$ cat config.mk
export PLATFORM = sky130hd
export DESIGN_NAME = pbc4_counter
export DESIGN_NICKNAME = d
export VERILOG_FILES = /design/src/hdl/pbc4_pkg.sv /design/src/hdl/pbc4_reg_if.sv /design/src/hdl/pbc4_counter.sv /design/src/hdl/pbc4_fall.sv /design/src/hdl/pbc4_regs.sv
export VERILOG_INCLUDE_DIRS = /design/src /design/src/hdl
export SDC_FILE = /design/constraint.sdc
export NUM_CORES = 1
export LEC_CHECK = 0
export BUFFER_PORTS_ARGS = -buffer_cell sky130_fd_sc_hd__buf_2
export CELL_PAD_IN_SITES_DETAIL_PLACEMENT = 1
export CELL_PAD_IN_SITES_GLOBAL_PLACEMENT = 1
export CORE_ASPECT_RATIO = 0.8
export CORE_UTILIZATION = 23
export CTS_CLUSTER_SIZE = 28
export DETAILED_ROUTE_END_ITERATION = 10
export GPL_ROUTABILITY_DRIVEN = 0
export PLACE_DENSITY = 0.82
export SLEW_MARGIN = 20
export SYNTH_ARGS = -nofsm -noshare
export SYNTH_HDL_FRONTEND = slang
export SYNTH_SLANG_ARGS = --single-unit
$ cat constraint.sdc
create_clock -name clk_i -period 1.6 [get_ports clk_i]
set_input_delay 0 -clock clk_i [delete_from_list [all_inputs] [get_ports clk_i]]
set_output_delay 0 -clock clk_i [all_outputs]
set_load 0.05 [all_outputs]
$ cat src/hdl/pbc4_cfg.svh
// Purpose: Constants of the presettable 4-bit counter: widths, offsets, fields, resets.
// Assumes: Included by the package and by every design file that needs a value.
// Notes:   Definitions only.
`ifndef PBC4_CFG_SVH
`define PBC4_CFG_SVH

`define PBC4_CNT_W          4
`define PBC4_ADDR_W         4
`define PBC4_DATA_W         32

`define PBC4_OFS_CTRL       4'h0
`define PBC4_OFS_STAT       4'h4

`define PBC4_CTRL_CHAIN_BIT 0
`define PBC4_STAT_CNT_LSB   0
`define PBC4_STAT_MODE_LSB  4

`define PBC4_CTRL_RST       1'b0
`define PBC4_CNT_RST        4'h0
`define PBC4_EDGE_RST       1'b0

`define PBC4_MODE_CLEAR     2'h0
`define PBC4_MODE_LOAD      2'h1
`define PBC4_MODE_COUNT     2'h3

`endif

$ cat src/hdl/pbc4_pkg.sv
// Purpose: Types shared by the counter, its register port and its carrier interface.
// Assumes: The constants header is on the include path.
// Notes:   Mode codes are Gray along clear, load, count.
`include "pbc4_cfg.svh"

package pbc4_pkg;

    typedef enum logic [1:0] {
        PBC4_CLEAR = `PBC4_MODE_CLEAR,
        PBC4_LOAD  = `PBC4_MODE_LOAD,
        PBC4_COUNT = `PBC4_MODE_COUNT
    } pbc4_mode_t;

    typedef logic [`PBC4_CNT_W-1:0] pbc4_cnt_t;

endpackage

$ cat src/hdl/pbc4_reg_if.sv
// Purpose: Carrier between the counter core and its register port.
// Assumes: One clock domain.
// Notes:   The register side steers the chain option and reads back state.
`timescale 1ns/100ps

interface pbc4_reg_if;
    import pbc4_pkg::*;

    logic       chain_en;
    pbc4_cnt_t  count;
    pbc4_mode_t mode;

    modport regs (output chain_en, input count, input mode);
    modport core (input chain_en, output count, output mode);
endinterface

$ cat src/hdl/pbc4_counter.sv
// Purpose: Presettable 4-bit binary ripple counter with clear, load and two stage clocks.
// Assumes: All pins are synchronous to clk_i; the pin clocks are much slower than clk_i.
// Notes:   Outputs settle one clk_i cycle after the cause, since every output is a flop.
//
// Behaviour
// - Four-bit counter stepping through the plain binary sequence.
// - Counting changes outputs only on a high-to-low clock input transition.
// - Clear low forces all outputs to zero regardless of either clock.
// - Controller drives load low with data; device takes data as its count.
// - While load is low, outputs follow data without waiting for a clock edge.
// - Stages clocked separately; first stage output clocks the next for full count.
`timescale 1ns/100ps
`include "pbc4_cfg.svh"

module pbc4_counter (
    input  wire logic                         clk_i,
    input  wire logic                         nrst_i,
    input  wire logic                         clr_n_i,
    input  wire logic                         load_n_i,
    input  wire logic                         stage0_clk_i,
    input  wire logic                         stage1_clk_i,
    input  wire pbc4_pkg::pbc4_cnt_t          data_i,
    input  wire logic [`PBC4_ADDR_W-1:0]      addr_i,
    input  wire logic [`PBC4_DATA_W-1:0]      wdata_i,
    input  wire logic                         wr_i,
    input  wire logic                         rd_i,
    output logic      [`PBC4_DATA_W-1:0]      rdata_o,
    output logic                              count_bit0_o,
    output logic                              count_bit1_o,
    output logic                              count_bit2_o,
    output logic                              count_bit3_o
);
    import pbc4_pkg::*;

    ////////////////////////////////////////////////////////////////////////////////////////
    logic       fall0;
    logic       fall1;
    logic       upper_tick;
    pbc4_cnt_t  count_q;
    pbc4_cnt_t  count_d;
    pbc4_cnt_t  step_d;
    pbc4_mode_t mode_q;
    pbc4_mode_t mode_d;

    pbc4_reg_if rif ();

    pbc4_fall u_fall0 (
        .clk_i  (clk_i),
        .nrst_i (nrst_i),
        .lvl_i  (stage0_clk_i),
        .fall_o (fall0)
    );

    pbc4_fall u_fall1 (
        .clk_i  (clk_i),
        .nrst_i (nrst_i),
        .lvl_i  (stage1_clk_i),
        .fall_o (fall1)
    );

    pbc4_regs u_regs (
        .clk_i   (clk_i),
        .nrst_i  (nrst_i),
        .addr_i  (addr_i),
        .wdata_i (wdata_i),
        .wr_i    (wr_i),
        .rd_i    (rd_i),
        .rdata_o (rdata_o),
        .rif     (rif)
    );

    ////////////////////////////////////////////////////////////////////////////////////////
    // Upper three stages form one ripple chain; in a sampled design the carry settles
    // within the same clk_i cycle, so the chain reduces to a 3-bit increment.
    function automatic logic [2:0] upper_inc(input logic [2:0] v);
        upper_inc = v + 3'h1;
    endfunction

    // Internal chaining mirrors the external wire from stage 0 output to stage 1 clock.
    // Stage 0 output falls exactly when it toggles from one. The external wire costs one
    // clk_i cycle of extra ripple delay; the internal path costs none.
    assign upper_tick = rif.chain_en ? (fall0 && count_q[0]) : fall1;

    always_comb begin
        step_d = count_q;
        if (fall0) begin
            step_d[0] = ~count_q[0];
        end
        if (upper_tick) begin
            step_d[3:1] = upper_inc(count_q[3:1]);
        end
    end

    // Clear is checked first so that it overrides a simultaneous load.
    always_comb begin
        if (!clr_n_i) begin
            mode_d = PBC4_CLEAR;
        end else if (!load_n_i) begin
            mode_d = PBC4_LOAD;
        end else begin
            mode_d = PBC4_COUNT;
        end
    end

    always_comb begin
        case (mode_d)
            PBC4_CLEAR: begin
                count_d = `PBC4_CNT_RST;
            end
            PBC4_LOAD: begin
                count_d = data_i;
            end
            PBC4_COUNT: begin
                count_d = step_d;
            end
            default: begin
                count_d = `PBC4_CNT_RST;
            end
        endcase
    end

    ////////////////////////////////////////////////////////////////////////////////////////
    always_ff @(posedge clk_i or negedge nrst_i) begin
        if (!nrst_i) begin
            count_q <= `PBC4_CNT_RST;
        end else begin
            count_q <= count_d;
        end
    end

    always_ff @(posedge clk_i or negedge nrst_i) begin
        if (!nrst_i) begin
            mode_q <= PBC4_CLEAR;
        end else begin
            mode_q <= mode_d;
        end
    end

    assign rif.count    = count_q;
    assign rif.mode     = mode_q;
    assign count_bit0_o = count_q[0];
    assign count_bit1_o = count_q[1];
    assign count_bit2_o = count_q[2];
    assign count_bit3_o = count_q[3];
endmodule

$ cat src/hdl/pbc4_fall.sv
// Purpose: Falling-edge detector for a counter clock input.
// Assumes: The input is synchronous to clk_i.
// Notes:   The pulse is one cycle, in the cycle where the low level is first seen.
`timescale 1ns/100ps
`include "pbc4_cfg.svh"

module pbc4_fall (
    input  wire logic clk_i,
    input  wire logic nrst_i,
    input  wire logic lvl_i,
    output logic      fall_o
);
    logic lvl_q;

    // Resetting the history low means a pin already low at release gives no false edge.
    always_ff @(posedge clk_i or negedge nrst_i) begin
        if (!nrst_i) begin
            lvl_q <= `PBC4_EDGE_RST;
        end else begin
            lvl_q <= lvl_i;
        end
    end

    assign fall_o = lvl_q & ~lvl_i;
endmodule

$ cat src/hdl/pbc4_regs.sv
// Purpose: Register port of the counter: control word and status word.
// Assumes: Strobes are one cycle and never together; reads answer in the next cycle.
// Notes:   Unmapped reads return zero; unmapped writes are dropped.
`timescale 1ns/100ps
`include "pbc4_cfg.svh"

module pbc4_regs (
    input  wire logic                    clk_i,
    input  wire logic                    nrst_i,
    input  wire logic [`PBC4_ADDR_W-1:0] addr_i,
    input  wire logic [`PBC4_DATA_W-1:0] wdata_i,
    input  wire logic                    wr_i,
    input  wire logic                    rd_i,
    output logic      [`PBC4_DATA_W-1:0] rdata_o,
    pbc4_reg_if.regs                     rif
);
    import pbc4_pkg::*;

    logic                    chain_q;
    logic [`PBC4_DATA_W-1:0] rdata_q;
    logic [`PBC4_DATA_W-1:0] rdata_d;

    always_ff @(posedge clk_i or negedge nrst_i) begin
        if (!nrst_i) begin
            chain_q <= `PBC4_CTRL_RST;
        end else if (wr_i && addr_i == `PBC4_OFS_CTRL) begin
            chain_q <= wdata_i[`PBC4_CTRL_CHAIN_BIT];
        end
    end

    always_comb begin
        rdata_d = '0;
        if (rd_i) begin
            case (addr_i)
                `PBC4_OFS_CTRL: begin
                    rdata_d[`PBC4_CTRL_CHAIN_BIT] = chain_q;
                end
                `PBC4_OFS_STAT: begin
                    rdata_d[`PBC4_STAT_CNT_LSB +: `PBC4_CNT_W] = rif.count;
                    rdata_d[`PBC4_STAT_MODE_LSB +: 2]          = rif.mode;
                end
                default: begin
                    rdata_d = '0;
                end
            endcase
        end
    end

    // Data stand only in the cycle after the read strobe.
    always_ff @(posedge clk_i or negedge nrst_i) begin
        if (!nrst_i) begin
            rdata_q <= '0;
        end else begin
            rdata_q <= rdata_d;
        end
    end

    assign rif.chain_en = chain_q;
    assign rdata_o      = rdata_q;
endmodule

==> results, run 1 <==
- For this run, the number of Yosys warnings is 0.
- 0 antenna diodes ended up in the layout.
- Data on the critical path arrives at its endpoint at 1.43 ns.
- The detailed router placed 568 vias in this run.
- Setup repair after global routing left no endpoint under its margin.
- Counting along the longest clock path gives a buffer depth of 2.
- The final setup violation count is 0.
- The finished cells cover 1020 sq um.
- The achievable frequency is 770.6 MHz.
- The average cell area after synthesis is ~11 sq um.
- The sum of overflow across all layers after global routing is 0.
- The standby leakage power is approximately 0.55 nW.
- Entering global routing, the biggest net connects 16 pins.
- The detail route stage leaves a number of antenna-violating nets equal to 0.
- Before CTS, the worst setup slack after placement is about 0.31 ns.
- In this run, CTS created clock tree buffers numbering 3.
- The initial core utilization is 24.22%.
- Sorting the synthesized cells by area gives the leading types as dfrtp_1 (45%), buf_4 (24%), mux2_4 (5.4%).
- The post-synthesis to final-layout area growth is 21.28%.
- CTS built an H-tree with a depth of 1.
- The smallest setup slack after layout is 0.3023 ns.
- The via count of the first global-routing pass came to approximately 540.
- The critical path in this run is classified as reg2reg.
- The finished layout holds 152 standard cells, fillers aside.
- The number of antenna violations at the first check in global routing came to 0.
- The setup TNS is 0 ns.
- TritonCTS built the clock tree.
- The run finished with clean final reports.
- The post-synthesis cell area is 840.8 sq um.
- The number of gates given a new drive strength after cts is 0.
- The worst setup path is captured at a flop.
- The max-capacitance violation count is 0.
- The count of input and output buffers is 26.
- Yosys mapped the design onto 23 distinct sky130hd cell types.
- In this run the vertical extent of the chip is 56.08 um.
- After layout, the worst path uses 81.10% of the clock period.
- The clock arrives with 0.001604 ns of skew.
- The fraction of layout cells with a size suffix above 1 is 31.82%.
- The smallest hold slack is 0.02073 ns.
- Dividing the detail-routed via count by the number of cells gives between 3 and 4.
- Power spread over the standard cell area amounts to approximately 1000 nW/um^2.
- The final standard cell utilization of the core is 29.38%.
- The final total power is a little over 1 mW.
- Across the VDD grid, the largest voltage drop is 0.0002585 V.
- After detailed placement, the total cell area comes to ~910 sq um.
- The cell taking the most area after synthesis is dfrtp_1.
- The type of the worst min-delay path is in2reg.
- Of the synthesized area, sequential elements account for roughly 45%.
- The fraction of post-synthesis cell area in the top cell type by area is 44.64%.
- Once placement completed, the tool counted placed cells totaling about 140.
- The overall routed net length is ~1.6 mm.
- After detailed routing, the average wire length per cell comes to 10.27 um.
- The post-route DRC violation count is 0.
- The overall routing resource usage is 8.278%.
- The first global-routing pass estimated 2.428 mm of wire.
- The count of state elements after synthesis is 15.
- The count of pins over their slew limit is 0.
- The hold violation total from the final report came to 0.
- The final net count is 160.
- The final critical-path required period is 1.298 ns.
- Data on the critical path is required at its endpoint by roughly 1.7 ns.
- In the layout the commonest cells are conb_1 (26), buf_2 (26), dfrtp_1 (15).
- The number of I/O pins is 84.
- The pre-antenna-repair detailed-routing pass consisted of 2 iterations.
- The clock sink count is 15.
- The clock transition at the registers of the reported paths is 0.06 ns.
- Detailed placement finished with a half-perimeter wire length of ~1.2 mm.
- The standard-cell row count is 19.
- The die is 69.60 um wide.
- The region available for standard cell placement spans about 3500 sq um.
- The clock insertion delay at the later pin of the skew report is 0.24 ns.
- The floorplan step defined a die boundary enclosing 3903 sq um.
- Of all nets on the critical path, the largest fanout is 5.
- The detailed router's first-iteration violation count is 5.
- The number of instances in the synthesized netlist is 76.
- The critical path startpoint category is a flop.
- The clock root buffer is clkbuf_8.
synthesized netlist by cell type:
library cell,count
nor2_1,3
and2_4,1
nand2_1,1
inv_1,2
nand2b_1,2
nor3_1,1
xnor2_1,2
and2_1,5
mux2_2,1
nand3b_1,1
mux2_4,3
dfrtp_1,15
a211oi_1,1
o21ai_0,1
a21oi_1,2
conb_1,1
ha_1,1
nand4b_1,1
nor2b_1,1
and3_1,1
o311a_4,1
buf_4,27
mux2i_1,2
report_power, final:
group	internal [mW]	switching [mW]	total (mW)
Sequential	0.402	0.0223	0.425
Clock	0.176	0.125	0.301
Combinational	0.0721	0.224	0.296
metal layers:
| layer | vias up | part of all wire (%) | global-route usage [%] | wire length (um) |
|---|---|---|---|---|
| met5 | - | 0 | 0 | 0 |
| met4 | 0 | 0.90 | 5.248 | 14 |
| met3 | 2 | 11 | 3.261 | 165 |
| met2 | 42 | 51 | 14.98 | 793 |
| met1 | 263 | 38 | 7.797 | 588 |
| li1 | 261 | - | - | - |
final timing paths:
path / startpoint / end / slack (ns) / depth (start not counted)
max in group asynchronous: nrst_i / count_q[2]$_DFFE_PN0P_ / 1.16 / 2
hold reg to reg: mode_q[0]$_DFF_PN0_ / u_regs.rdata_o[4]$_DFF_PN0_ / 0.45 / 1
min in group asynchronous: nrst_i / u_regs.rdata_o[5]$_DFF_PN0_ / 0.19 / 2
setup reg to reg: count_q[1]$_DFFE_PN0P_ / count_q[2]$_DFFE_PN0P_ / 0.30 / 4
setup / recovery: count_q[1]$_DFFE_PN0P_ / count_q[2]$_DFFE_PN0P_ / 0.30 / 4
hold / removal: addr_i[0] / u_regs.rdata_o[0]$_DFF_PN0_ / 0.02 / 4
flip-flops by register name (all words and copies together), names as in the netlist:
signal / cells
u_fall0.lvl_q: 1
u_fall1.lvl_q: 1
u_regs.rdata_o: 6
count_q: 4
mode_q: 2
u_regs.rif.chain_en: 1
layout make-up:
type,count,area [sq um]
fillers,408,2451
inverters,2,7.507
clock buffers,4,45.04
flip-flops and latches,15,375.4
multi-input cells,57,349.1
well taps,42,52.55
repair buffers,32,190.2
logic make-up (layout without fill, tap and decap cells):
| logic type | after synthesis | count (layout) | synth area share (%) |
|---|---|---|---|
| buf+inv | 29 | 38 | 25.00 |
| simple gates | 17 | 17 | 12.05 |
| flops | 15 | 15 | 44.64 |
| mux | 6 | 6 | 9.077 |
| compound gates | 5 | 5 | 5.208 |
| xor+xnor | 2 | 2 | 2.084 |
| fa+ha+maj | 1 | 1 | 1.488 |
| other cells | 1 | 26 | 0.4460 |
worst max-delay path, cell delays in order, from the launching register on:
cell and delay [ns]:
dfrtp_1 0.43, ha_1 0.31, mux2i_1 0.13, nor2_1 0.05, mux2_4 0.26
what timing repair did:
action / in CTS / in global routing
buffers inserted: 0 / 0
hold buffers: 6 / 0
hold endpoints to repair: 20 / 0
Note: power is estimated with default switching activity, not from simulation.
==> run 2, diff against run 1 <==
--- a/config.mk
+++ b/config.mk
@@ -6,6 +6,7 @@
 export SDC_FILE = /design/constraint.sdc
 export NUM_CORES = 1
 export LEC_CHECK = 0
+export ABC_AREA = 1
 export BUFFER_PORTS_ARGS = -buffer_cell sky130_fd_sc_hd__buf_2
 export CELL_PAD_IN_SITES_DETAIL_PLACEMENT = 1
 export CELL_PAD_IN_SITES_GLOBAL_PLACEMENT = 1
==> constraint.sdc (replaced) <==
create_clock -name clk_i -period 1.4 [get_ports clk_i]
set_input_delay 0 -clock clk_i [delete_from_list [all_inputs] [get_ports clk_i]]
set_output_delay 0 -clock clk_i [all_outputs]
set_load 0.05 [all_outputs]
==> run 2 against run 1 <==
Net effect: hold slack got worse by 0.011 ns; first-iteration DRC count rose to 2.6 times the previous value; largest cell class unchanged; global-route usage rose by 1.4 points; cell area rose by 4.3%; synthesized area rose by 5.5%; register-to-register slack barely moved; via count rose by 15%; combinational power rose by 16%; flip-flop and latch count did not move; critical endpoint is now count_q[3]$_DFFE_PN0P_; die area rose by 5.3%.
==> results, run 2 <==
- The run finished with clean final reports.
- The final net count came to 185 (+16%).
- The critical path required time was 1.54 ns (-0.19 ns).
- The number of instances in the synthesized netlist came to 101 (+33%).
- The width of the die was 71.44 um (+2.6%).
- The overall via count from detail_route was 653 (+15%).
- The parity-gate share of the synthesized area counting xor and xnor cells is 0% (-2.1 points).
- The final setup violation count is 0 (unchanged).
- The clock buffer count from CTS is 3 (unchanged).
- The signal on the critical path passes through ha_1 > inv_1 > nand2_1 > nand3_2 > nand2_1 > nand2_1 > nand2_1.
- The proportion of synthesized flip-flops having asynchronous set or reset is 100.0% (unchanged).
- The height of the die is 57.55 um (+2.6%).
- The achievable frequency is 899.5 MHz (+17%).
- The worst hold path belongs to the class in2reg.
- The number of nets with antenna violations after routing is 0 (unchanged).
- The max-capacitance violation count was 0 (unchanged).
- The most used cell along the critical path is nand2_1.
- The number of synthesized flops with an enable pin was 0 (unchanged).
- The setup slack after placement is 0.2963 ns (-0.01402 ns).
- The worst setup skew after layout is 0.001481 ns (-0.0001228 ns).
- By area, the combinational part of the netlist is dominated by buffers and inverters.
- Ranked by total cell area, the synthesized netlist is headed by dfrtp_1 (42%), buf_4 (22%), nand2_1 (7.2%).
- The Yosys warning count came to 0 (unchanged).
- The number of filler cells placed in the layout was 449 (+10%).
- The antenna diode count is 0 (unchanged).
- The slowest stage of the critical path belongs to the cell dfrtp_1.
- The detailed placer's ending HPWL is 1.429 mm (+19%).
- Sorting the synthesized cells by how often they occur yields buf_4 (26), nand2_1 (17), dfrtp_1 (15).
- STA classifies the critical path startpoint as a flop.
- The initial core utilization is 24.88% (+0.65 points).
- The fraction of layout cells with a size suffix above 1 is 28.89% (-2.9 points).
- The final critical-path required period is 1.112 ns (-0.1859 ns).
- The wire length of the first global-routing pass is 2.994 mm (+23%).
- The worst endpoint data arrival time is 1.25 ns (-0.18 ns).
- The peak fanout along the critical path is 5 (unchanged).
- The area inside the core boundary is 3566 sq um (+2.7%).
- The clock transition at the registers of the reported paths is 0.06 ns (about the same).
- The clock sink count is 15 (unchanged).
- The fraction of post-synthesis cell area in the top cell type by area is 42.31% (-2.3 points).
- Compared with the post-synthesis result, the final layout area differs by 19.89%.
- Grouping stages by cell kind, the critical path spends the most delay in flip-flops.
- The area fraction in and, or, nand and nor cells after synthesis is 25.25% (+13 points).
- The sum of overflow across all layers after global routing is 0 (unchanged).
- The post-CTS setup buffer count is 0 (unchanged).
- The hold violation total from the final report is 0 (unchanged).
- The average routed wire per standard cell is 10.07 um (-1.9%).
- The standard-cell row count came to 19 (unchanged).
- The depth of the CTS H-tree came to 1 (unchanged).
- Setup repair after global routing left no endpoint under its margin.
- The count of state elements after synthesis is 15 (unchanged).
- The average cell area after synthesis is 8.783 sq um (-21%).
- The share of the clock period used by the worst path after layout is 79.41% (-1.7 points).
- The clock root buffer is clkbuf_8.
- The power density over cell area is 1111 nW/um^2 (+11%).
- The number of buffers on the longest clock path is 2 (unchanged).
- The compound-cell area share of the yosys netlist is 2.539% (-2.7 points).
- The synthesized design spends more area on one cell type than any other, namely dfrtp_1.
- The most instantiated flip-flop cell in the synthesis netlist is dfrtp_1.
- The start-to-end type of the worst setup path is reg2reg.
- The overall routing resource usage came to 9.637% (+1.4 points).
- The endpoint type of the worst setup path is a flop.
- The delay of the slowest cell on the worst path was 0.43 ns (about the same).
- The per-cell via count in the routed design is 3.689 (-1.3%).
- The count of input and output buffers was 26 (unchanged).
- Among all cell types in the netlist, the one instantiated most often is buf_4.
- The number of antenna violations at the first check in global routing is 0 (unchanged).
- The detailed router's first-iteration violation count is 13 (+8).
- The maximum number of pins on one net before global-route repair is 16 (unchanged).
- The worst vdd rail ir drop was 0.0003065 V (+19%).
- In the layout the commonest cells are conb_1 (26), buf_2 (26), nand2_1 (17).
- The setup TNS is 0 ns (unchanged).
- The clock insertion delay at the later pin of the skew report is 0.25 ns (about the same).
- The number of different library cells in the post-synthesis netlist was 19 (-17%).
- The overall routed net length came to 1.783 mm (+14%).
- The post-route DRC violation count came to 0 (unchanged).
- The post-synthesis cell area came to 887.1 sq um (+5.5%).
- The count of TritonRoute iterations in the first routing pass is 4 (+2).
- The die area came to 4111 sq um (+5.3%).
- The portion of the post-synthesis area used by sequential elements is 42.31% (-2.3 points).
- The via count of the first global-routing pass is 678 (+26%).
- The count of buffer and inverter cells on the critical path came to 1 (+1).
- The standby leakage power was 0.6146 nW (+11%).
- The fraction of synthesized area in multiplexers is 0% (-9.1 points).
- The number of flip-flops in the largest register is 6 (unchanged).
- The adder-cell area share of the yosys netlist is 1.410% (-0.078 points).
- TritonCTS built the clock tree.
- The count of pins over their slew limit is 0 (unchanged).
- The number of I/O pins was 84 (unchanged).
- The smallest setup slack after layout came to 0.2883 ns (-0.01407 ns).
-- run 2: changes by cell type in the layout (fill, tap and decap cells not counted), sizes merged, moves of 2 or more --
cell and change:
nand2 +17, inv +10, nand3 +9, and2 -6, nor2 +6, nand4 +5
mux2 -4, mux2i -2, nand2b -2, xnor2 -2
-- run 2: what timing repair did --
| item | in CTS | in global routing |
|---|---|---|
| endpoints found under the hold margin | 19 | 0 |
| hold buffers | 5 | 0 |
| resized for setup | 0 | 0 |
-- run 2: metrics by stage --
stage               cell area [sq um]  util (%)  std cells  power [mW]  hold WS, ns
floorplan                       980.9         -        126      0.8090      -0.2956
global placement                968.4     27.16        168      0.8190     -0.08686
detailed placement              968.4     27.16        168      0.8238     -0.07571
CTS                              1064     29.82        177       1.198     0.006248
global route                     1064     29.82        177       1.245      0.03342
finish                           1064     29.82        177       1.182      0.01008
-- run 2: worst min-delay path: stages --
cell	delay [ns]
buf_2	0.10
nand4_1	0.07
nand2_1	0.05
-- run 2: path summary, 6_finish.rpt --
path                       slack, ns                               to  depth (start not counted)                   start
max                             0.29           count_q[3]$_DFFE_PN0P_                          7  count_q[1]$_DFFE_PN0P_
min                             0.01  u_regs.rif.chain_en$_DFFE_PN0P_                          3              wdata_i[0]
max reg2reg                     0.29           count_q[3]$_DFFE_PN0P_                          7  count_q[1]$_DFFE_PN0P_
min reg2reg                     0.47      u_regs.rdata_o[4]$_DFF_PN0_                          2     mode_q[0]$_DFF_PN0_
max in group asynchronous       0.97          u_fall1.lvl_q$_DFF_PN0_                          2                  nrst_i
min in group asynchronous       0.19      u_regs.rdata_o[4]$_DFF_PN0_                          2                  nrst_i
-- run 2: metal layers --
metal  GRT usage [%]  vias to the layer above  part of all wire [%]
met5               0                        -                     0
met2           16.33                       26                    50
met4           5.143                        0                   1.2
met1           11.60                      293                    44
met3           1.943                        2                   5.2
li1                -                      332                     -
-- run 2: final cells by class --
type / count / area (sq um) / area share (%)
sequential: 15 / 375.4 / 35.29
multi-input combinational: 72 / 356.6 / 33.53
timing repair buffer: 31 / 180.2 / 16.94
inverter: 13 / 53.80 / 5.059
tap: 42 / 52.55 / 4.941
clock buffer: 4 / 45.04 / 4.235
-- run 2: cells by family after synthesis --
kind of cell / Yosys count
AOI/OAI and AO/OA: 3
adders and majority gates: 1
buffers and inverters: 39
DFF: 15
other: 1
and+or+nand+nor: 42
-- run 2: power breakdown --
group	internal [mW]	switching, mW	leakage, nW
combinational	0.0645	0.277	0.396
clock	0.202	0.154	0.0228
sequential	0.458	0.0261	0.196
